File: config.mk
export PLATFORM = sky130hd
export DESIGN_NAME = sec_exception_unit
export DESIGN_NICKNAME = d
export VERILOG_FILES = /design/src/hw/sec_pkg.sv /design/src/hw/sec_exception_unit.sv
export SDC_FILE = /design/constraint.sdc
export NUM_CORES = 1
export LEC_CHECK = 0
export ABC_AREA = 1
export BUFFER_PORTS_ARGS = -buffer_cell sky130_fd_sc_hd__buf_2
export CAP_MARGIN = 5
export CORE_MARGIN = 3
export CORE_UTILIZATION = 45
export CTS_BUF_LIST = sky130_fd_sc_hd__clkbuf_4
export CTS_CLUSTER_SIZE = 20
export DETAILED_ROUTE_END_ITERATION = 7
export PLACE_DENSITY_LB_ADDON = 0.12
export SLEW_MARGIN = 30
export SYNTH_ARGS = -nofsm -noshare
export SYNTH_HDL_FRONTEND = slang
export SYNTH_SLANG_ARGS = --single-unit
File: constraint.sdc
create_clock -name clk -period 2.7 [get_ports clk]
set_input_delay 0.405 -clock clk [delete_from_list [all_inputs] [get_ports clk]]
set_output_delay 0.405 -clock clk [all_outputs]
set_load 0.005 [all_outputs]
File: src/hw/sec_pkg.sv
package sec_pkg;
  // Register byte addresses
  localparam logic [15:0] SEC_ADDR_RSRC  = 16'hFE01;
  localparam logic [15:0] SEC_ADDR_BEXIT = 16'hFE00;
  localparam logic [15:0] SEC_ADDR_BFCC  = 16'hFE03;
  // Reset-source field positions
  localparam int SEC_RS_POR   = 7;
  localparam int SEC_RS_PIN   = 6;
  localparam int SEC_RS_WDOG  = 5;
  localparam int SEC_RS_BOP   = 4;
  localparam int SEC_RS_BADR  = 3;
  localparam int SEC_RS_MON   = 2;
  localparam int SEC_RS_LVF   = 1;
  localparam logic [7:0] SEC_RSRC_RESET = 8'h80;
  localparam logic [7:0] SEC_RSRC_MASK  = 8'hFE;
  localparam int SEC_BEXIT_BIT = 1;
  localparam int SEC_BCE_BIT   = 7;
  // Stop recovery in crystal clock cycles
  localparam int SEC_STOP_RECOVERY_CYC = 4096;
  localparam int SEC_NUM_IRQ = 8;
  typedef enum logic [4:0] {
    SEC_RUN    = 5'h01,
    SEC_STACK  = 5'h02,
    SEC_WAIT   = 5'h04,
    SEC_STOP   = 5'h08,
    SEC_RECOV  = 5'h10
  } sec_state_t;
endpackage

File: src/hw/sec_exception_unit.sv
// The plain strobed port was decided locally.
`timescale 1ns/1ps
module sec_exception_unit #(
  parameter int NUM_IRQ      = sec_pkg::SEC_NUM_IRQ,
  parameter int STOP_RECOVERY = sec_pkg::SEC_STOP_RECOVERY_CYC,
  parameter int PRESC_W      = 13
) (
  // Clock and reset
  input  wire logic                 clk,
  input  wire logic                 sys_rst,
  // Register port
  input  wire logic [15:0]          reg_addr,
  input  wire logic [7:0]           reg_wdata,
  input  wire logic                 reg_wr,
  input  wire logic                 reg_rd,
  output logic      [7:0]           reg_rdata,
  // Reset source capture, sampled on the reset release cycle
  input  wire logic                 src_power_on,
  input  wire logic                 src_pin,
  input  wire logic                 src_watchdog,
  input  wire logic                 src_bad_opcode,
  input  wire logic                 src_bad_fetch,
  input  wire logic                 src_monitor,
  input  wire logic                 src_low_voltage,
  // Core handshake
  input  wire logic [NUM_IRQ-1:0]   irq_req,
  input  wire logic [NUM_IRQ-1:0]   irq_en,
  input  wire logic                 cpu_mask,
  input  wire logic                 cpu_insn_end,
  input  wire logic                 cpu_trap,
  input  wire logic                 cpu_return,
  input  wire logic                 cpu_wait,
  input  wire logic                 cpu_stop,
  input  wire logic                 cpu_stack_done,
  input  wire logic                 cpu_fetch_opcode,
  input  wire logic                 cpu_fetch_bad,
  input  wire logic                 brk_state,
  input  wire logic                 brk_req,
  input  wire logic                 watchdog_disable_bit,
  output logic                      int_start,
  output logic                      int_active,
  output logic [7:0]                int_vector_code,
  output logic                      push_regs,
  output logic                      push_upper_index,
  output logic                      set_mask,
  output logic                      clear_mask,
  output logic                      restore_regs,
  output logic                      discard_prefetch,
  output logic                      cpu_clk_en,
  output logic                      periph_clk_en,
  output logic                      osc_clk_en,
  output logic                      watchdog_run,
  output logic                      prescaler_clear,
  output logic                      bad_fetch_reset,
  output logic [PRESC_W-1:0]        prescaler
);
  import sec_pkg::*;

  localparam int RCW = $clog2(STOP_RECOVERY + 1);

  sec_state_t           state_reg;
  logic [NUM_IRQ-1:0]   latched_reg;
  logic                 trap_reg;
  logic [RCW-1:0]       recov_reg;
  logic [7:0]           rsrc_reg;
  logic                 bexit_reg;
  logic                 bce_reg;
  logic                 rel_reg;
  logic [7:0]           rdata_next;
  logic [NUM_IRQ-1:0]   pend;
  logic [7:0]           win_code;
  logic                 win_any;
  logic                 can_clear;
  logic                 rd_rsrc;

  assign pend      = irq_req & irq_en;
  assign can_clear = !brk_state || bce_reg;
  assign rd_rsrc   = reg_rd && reg_addr == SEC_ADDR_RSRC;

  // Lowest index has the highest priority
  always_comb begin
    win_code = 8'h00;
    win_any  = 1'b0;
    for (int i = NUM_IRQ - 1; i >= 0; i--) begin
      if (pend[i]) begin
        win_code = 8'(i + 1);
        win_any  = 1'b1;
      end
    end
  end

  // Exception sequencer; reset overrides everything via sys_rst
  always_ff @(posedge clk or posedge sys_rst) begin
    if (sys_rst) begin
      state_reg <= SEC_RUN;
    end else begin
      case (state_reg)
        SEC_RUN: begin
          // Only evaluated at instruction end
          if (cpu_insn_end && (cpu_trap || (!cpu_mask && win_any))) begin
            state_reg <= SEC_STACK;
          end else if (cpu_insn_end && cpu_wait) begin
            state_reg <= SEC_WAIT;
          end else if (cpu_insn_end && cpu_stop) begin
            state_reg <= SEC_STOP;
          end
        end
        SEC_STACK: begin
          if (cpu_stack_done) begin
            state_reg <= SEC_RUN;
          end
        end
        SEC_WAIT: begin
          // Mask was cleared on entry, so any enabled request wakes
          if (win_any || brk_req) begin
            state_reg <= SEC_STACK;
          end
        end
        SEC_STOP: begin
          if (win_any || brk_req) begin
            state_reg <= SEC_RECOV;
          end
        end
        SEC_RECOV: begin
          if (recov_reg == RCW'(STOP_RECOVERY - 1)) begin
            state_reg <= SEC_STACK;
          end
        end
        default: state_reg <= SEC_RUN;
      endcase
    end
  end

  // Request latch; frozen once taken so nothing displaces it
  always_ff @(posedge clk or posedge sys_rst) begin
    if (sys_rst) begin
      latched_reg <= '0;
      trap_reg    <= 1'b0;
    end else if (state_reg == SEC_STACK) begin
      if (cpu_stack_done) begin
        latched_reg <= '0;
        trap_reg    <= 1'b0;
      end
    end else if (int_start) begin
      latched_reg <= pend;
      trap_reg    <= cpu_trap && state_reg == SEC_RUN;
    end else if (!cpu_mask && !cpu_trap && state_reg == SEC_RUN) begin
      latched_reg <= '0;
    end
  end

  // Vector code held at latch time: 8'hFF for a trap taken in run, else the winning request
  always_ff @(posedge clk or posedge sys_rst) begin
    if (sys_rst) begin
      int_vector_code <= 8'h00;
    end else if (int_start) begin
      int_vector_code <= (cpu_trap && state_reg == SEC_RUN) ? 8'hFF : win_code;
    end
  end

  always_comb begin
    int_start = 1'b0;
    case (state_reg)
      SEC_RUN:   int_start = cpu_insn_end && (cpu_trap || (!cpu_mask && win_any));
      SEC_WAIT:  int_start = win_any || brk_req;
      SEC_RECOV: int_start = recov_reg == RCW'(STOP_RECOVERY - 1);
      default:   int_start = 1'b0;
    endcase
  end

  assign int_active       = state_reg == SEC_STACK;
  assign push_regs        = state_reg == SEC_STACK && !cpu_stack_done;
  assign set_mask         = state_reg == SEC_STACK && cpu_stack_done;
  assign push_upper_index = 1'b0;
  assign restore_regs     = state_reg == SEC_RUN && cpu_return;
  // Return with something still pending: the fetched opcode is thrown away
  assign discard_prefetch = restore_regs && win_any;
  assign clear_mask       = state_reg == SEC_RUN && cpu_insn_end && cpu_wait;
  assign cpu_clk_en       = state_reg == SEC_RUN || state_reg == SEC_STACK;
  assign periph_clk_en    = state_reg != SEC_STOP && state_reg != SEC_RECOV;
  // Oscillator restarts for recovery so the delay can be counted
  assign osc_clk_en       = state_reg != SEC_STOP;
  assign watchdog_run     = !watchdog_disable_bit && osc_clk_en;
  assign prescaler_clear  = state_reg == SEC_STOP;
  assign bad_fetch_reset  = cpu_fetch_opcode && cpu_fetch_bad;

  // Stop recovery counter
  always_ff @(posedge clk or posedge sys_rst) begin
    if (sys_rst) begin
      recov_reg <= '0;
    end else if (state_reg == SEC_RECOV) begin
      recov_reg <= recov_reg + RCW'(1);
    end else begin
      recov_reg <= '0;
    end
  end

  // Prescaler counter
  always_ff @(posedge clk or posedge sys_rst) begin
    if (sys_rst) begin
      prescaler <= '0;
    end else if (prescaler_clear) begin
      prescaler <= '0;
    end else begin
      prescaler <= prescaler + PRESC_W'(1);
    end
  end

  // Release marker: sources are caught by a clock, not by the reset itself
  always_ff @(posedge clk or posedge sys_rst) begin
    if (sys_rst) begin
      rel_reg <= 1'b1;
    end else begin
      rel_reg <= 1'b0;
    end
  end

  // Reset source flags
  always_ff @(posedge clk or posedge sys_rst) begin
    if (sys_rst) begin
      rsrc_reg <= SEC_RSRC_RESET;
    end else if (rel_reg) begin
      if (src_power_on) begin
        rsrc_reg <= SEC_RSRC_RESET;
      end else begin
        rsrc_reg                <= 8'h00;
        rsrc_reg[SEC_RS_PIN]    <= src_pin;
        rsrc_reg[SEC_RS_WDOG]   <= src_watchdog;
        rsrc_reg[SEC_RS_BOP]    <= src_bad_opcode;
        rsrc_reg[SEC_RS_BADR]   <= src_bad_fetch;
        rsrc_reg[SEC_RS_MON]    <= src_monitor;
        rsrc_reg[SEC_RS_LVF]    <= src_low_voltage;
      end
    end else if (rd_rsrc && can_clear) begin
      rsrc_reg <= 8'h00;
    end
  end

  // Break exit flag; set wins over a clearing write
  always_ff @(posedge clk or posedge sys_rst) begin
    if (sys_rst) begin
      bexit_reg <= 1'b0;
    end else if (state_reg == SEC_WAIT && brk_req) begin
      bexit_reg <= 1'b1;
    end else if (reg_wr && reg_addr == SEC_ADDR_BEXIT && !reg_wdata[SEC_BEXIT_BIT]
                 && can_clear) begin
      bexit_reg <= 1'b0;
    end
  end

  // Break clear enable
  always_ff @(posedge clk or posedge sys_rst) begin
    if (sys_rst) begin
      bce_reg <= 1'b0;
    end else if (reg_wr && reg_addr == SEC_ADDR_BFCC) begin
      bce_reg <= reg_wdata[SEC_BCE_BIT];
    end
  end

  // Read mux; unmapped reads return zero
  always_comb begin
    rdata_next = 8'h00;
    if (reg_addr == SEC_ADDR_RSRC) begin
      rdata_next = rsrc_reg & SEC_RSRC_MASK;
    end else if (reg_addr == SEC_ADDR_BEXIT) begin
      rdata_next[SEC_BEXIT_BIT] = bexit_reg;
    end else if (reg_addr == SEC_ADDR_BFCC) begin
      rdata_next[SEC_BCE_BIT] = bce_reg;
    end
  end

  always_ff @(posedge clk or posedge sys_rst) begin
    if (sys_rst) begin
      reg_rdata <= 8'h00;
    end else if (reg_rd) begin
      reg_rdata <= rdata_next;
    end else begin
      reg_rdata <= 8'h00;
    end
  end
endmodule

==> impl_metrics.env <==
export IMPL_status="complete, no violations"
export IMPL_crit_path_max_fanout=11
export IMPL_wirelength_um=5887
export IMPL_detail_route_first_pass_iterations=4
export IMPL_numCtsBuffers=5
export IMPL_cts_sinks=53
export IMPL_core_area_mm2=0.005991
export IMPL_post_cts_setup_buffer_count=0
export IMPL_power_switching_mw=0.8501
export IMPL_hold_class="input pin to async pin"
export IMPL_cts_tree="yes"
export IMPL_crit_path_start_kind="flip-flop"
export IMPL_hold_violations=0
export IMPL_grt_usage=0.1714
export IMPL_multi_input_area_mm2=0.001265
export IMPL_finish_instance_area_mm2=0.003451
export IMPL_drc=0
export IMPL_worst_slack_ns=0.4062
export IMPL_die_h_um=85.33
export IMPL_p_int_mw=1.496
export IMPL_setup_viol=0
export IMPL_pin_count=106
export IMPL_fin_worst_skew_ns=0.01308
export IMPL_syn_area_mm2=0.002831
export IMPL_finalSetupTns_ns=0
export IMPL_ys_seq_elements=53
export IMPL_clkPwrFrac=0.191
export IMPL_p_comb_frac=0.366
export IMPL_synthSimpleGateAreaFrac=0.3464
export IMPL_postSynthAreaPerCell_um2=8.160
export IMPL_slew_headroom=0.5593
export IMPL_synthArstFlopShare=1.000
export IMPL_chipWidth_um=85.33
export IMPL_worstMarginPinSlew_ns=0.6611
export IMPL_clock_latency_ns=0.38
export IMPL_synth_edf_count=0
export IMPL_seq_area_mm2=0.001330
export IMPL_period_needed_ns=2.294
export IMPL_antenna_diode_count=0
export IMPL_fmax_mhz=435.9
export IMPL_root_buffer="clkbuf_4"
export IMPL_dpl_hpwl_um=4559
export IMPL_avgViaCountPerCell=4.709
export IMPL_post_route_period_util=0.8496
export IMPL_first_global_vias=2398
export IMPL_synth_ff_type="dfrtp_1"
export IMPL_final_common_cell="buf_2"
export IMPL_power_frac_seq=0.442
export IMPL_final_util=0.5760
export IMPL_cts_hold_buf=0
export IMPL_muxShareOfSynthArea=0
export IMPL_fin_nets=512
export IMPL_pre_cts_slack_ns=0.8082
export IMPL_ys_types=45
export IMPL_clk_pin_slew_ns=0.16
export IMPL_netlist_instances=347
export IMPL_gp_congestion=0.8065
export IMPL_crit_arrival_ns=1.89
export IMPL_postCtsResizedCells=0
export IMPL_final_cell_mix="97 x buf_2, 75 x nand2_1, 50 x dfrtp_1"
export IMPL_cts_max_level=2
export IMPL_slew_violations=0
export IMPL_criticalPathCategory="flip-flop to primary output"
export IMPL_area_delta_synth_final_pct=21.87
export IMPL_synth_top_family_by_area="simple AND/OR/NAND/NOR gates"
export IMPL_clock_path_buffers=2
export IMPL_drv_cap=0
export IMPL_required_ns=2.30
export IMPL_grt_pass1_wl_um=10270
export IMPL_synth_compound_area_share=0.08131
export IMPL_total_power_mw=2.346
export IMPL_p_leak_nw=1.912
export IMPL_placed_cell_area_mm2=0.003372
export IMPL_seq_area_frac_synth=0.4697
export IMPL_nFillCells=559
export IMPL_ys_warn_count=0
export IMPL_drtIter0Drc=60
export IMPL_vias=2463
export IMPL_wl_per_cell_um=11.26
export IMPL_dieArea_mm2=0.007280
export IMPL_power_density_mw_per_mm2=679.9
export IMPL_postRouteAntennaNets=0
export IMPL_rows=28
export IMPL_max_vdd_ir_drop_mv=0.3720
export IMPL_grt_overflow_total=0
export IMPL_synth_adder_area_share=0.008838
export IMPL_synthXorXnorAreaFrac=0.006186
export IMPL_swShare=0.3623
export IMPL_drive_above_1_share=0.3237
export IMPL_port_buffers=97
export IMPL_grt_max_degree=54
export IMPL_antenna_found_initial=0
export IMPL_start_util=0.4726
export IMPL_crit_path_end_kind="primary output"
export IMPL_rsz0062_at_grt="false"
layer usage:
metal  vias to the layer above  GRT usage  routed length [um]
li1                       1307          -                   -
met1                      1094     0.2271                2740
met2                        57     0.2790                2776
met3                         5    0.04078                 302
met4                         0    0.05180                  67
met5                         -          0                   0
path summary, 6_finish.rpt:
path / from / endpoint / slack (ns) / depth (start not counted)
min in group clk: src_power_on / rsrc_reg[7]$_DFFE_PP1P_ / 0.21 / 3
hold / removal: sys_rst / reg_rdata[1]$_DFF_PP0_ / 0.18 / 3
setup reg to reg: state_reg[2]$_DFFE_PP0P_ / state_reg[3]$_DFFE_PP0P_ / 0.94 / 8
hold reg to reg: recov_reg[0]$_DFF_PP0_ / recov_reg[0]$_DFF_PP0_ / 0.47 / 1
setup / recovery: state_reg[2]$_DFFE_PP0P_ / int_start / 0.41 / 8
max in group asynchronous: sys_rst / state_reg[4]$_DFFE_PP0P_ / 2.09 / 3
power groups by stage:
stage,clock [mW],sequential (mW),combinational [mW]
floorplan,0,1.05,0.582
global placement,0,1.05,0.852
detailed placement,0,1.06,0.869
CTS,0.468,1.04,0.875
global route,0.492,1.06,0.988
finish,0.449,1.04,0.860
cells in the mapped netlist (2+ instances only):
library cell / number / share of area
a21oi_1: 17 / 0.030
and3_1: 2 / 0.0044
buf_4: 5 / 0.013
dfrtp_1: 50 / 0.44
dfstp_2: 3 / 0.028
ha_1: 2 / 0.0088
inv_1: 42 / 0.056
inv_2: 6 / 0.0080
nand2_1: 75 / 0.099
nand2_2: 5 / 0.011
nand2_4: 2 / 0.0080
nand3_1: 32 / 0.057
nand3_2: 3 / 0.011
nand3b_1: 2 / 0.0053
nand4_1: 3 / 0.0066
nor2_1: 36 / 0.048
nor2_2: 5 / 0.011
nor2_4: 4 / 0.016
nor3_1: 8 / 0.014
nor3b_1: 2 / 0.0053
nor4_1: 2 / 0.0044
o21a_1: 3 / 0.0080
o21ai_0: 13 / 0.023
o21ai_1: 2 / 0.0035
o21ai_2: 2 / 0.0062
xor2_1: 2 / 0.0062
per-stage QoR:
step | std cells | hold slack (ns)
floorplan | 349 | 0.4329
global placement | 515 | 0.4513
detailed placement | 515 | 0.4550
CTS | 523 | 0.1820
global route | 523 | 0.1833
finish | 523 | 0.1824
logic make-up after synthesis:
kind of cell               Yosys count
other                                1
and+or+nand+nor                    191
xor gates and xnor gates             2
adders and majority gates            2
AOI/OAI and AO/OA                   41
DFF                                 53
buffers and inverters               57
area by class of cell:
| type | instances | share of cell area |
|---|---|---|
| well taps | 75 | 0.02719 |
| inverters | 50 | 0.05511 |
| multi-input cells | 239 | 0.3666 |
| clock inverters | 3 | 0.01197 |
| repair buffers | 98 | 0.1429 |
| flip-flops and latches | 53 | 0.3854 |
| clock buffers | 5 | 0.01088 |
critical path: stages (launching register included):
cell and delay [ns]:
dfrtp_1 0.44, inv_2 0.07, nand2_2 0.09, nor3_4 0.39
nand3_2 0.14, o21ai_2 0.11, inv_4 0.09, nand2_8 0.07
buf_2 0.11
Power figures use the tool's default switching activity.
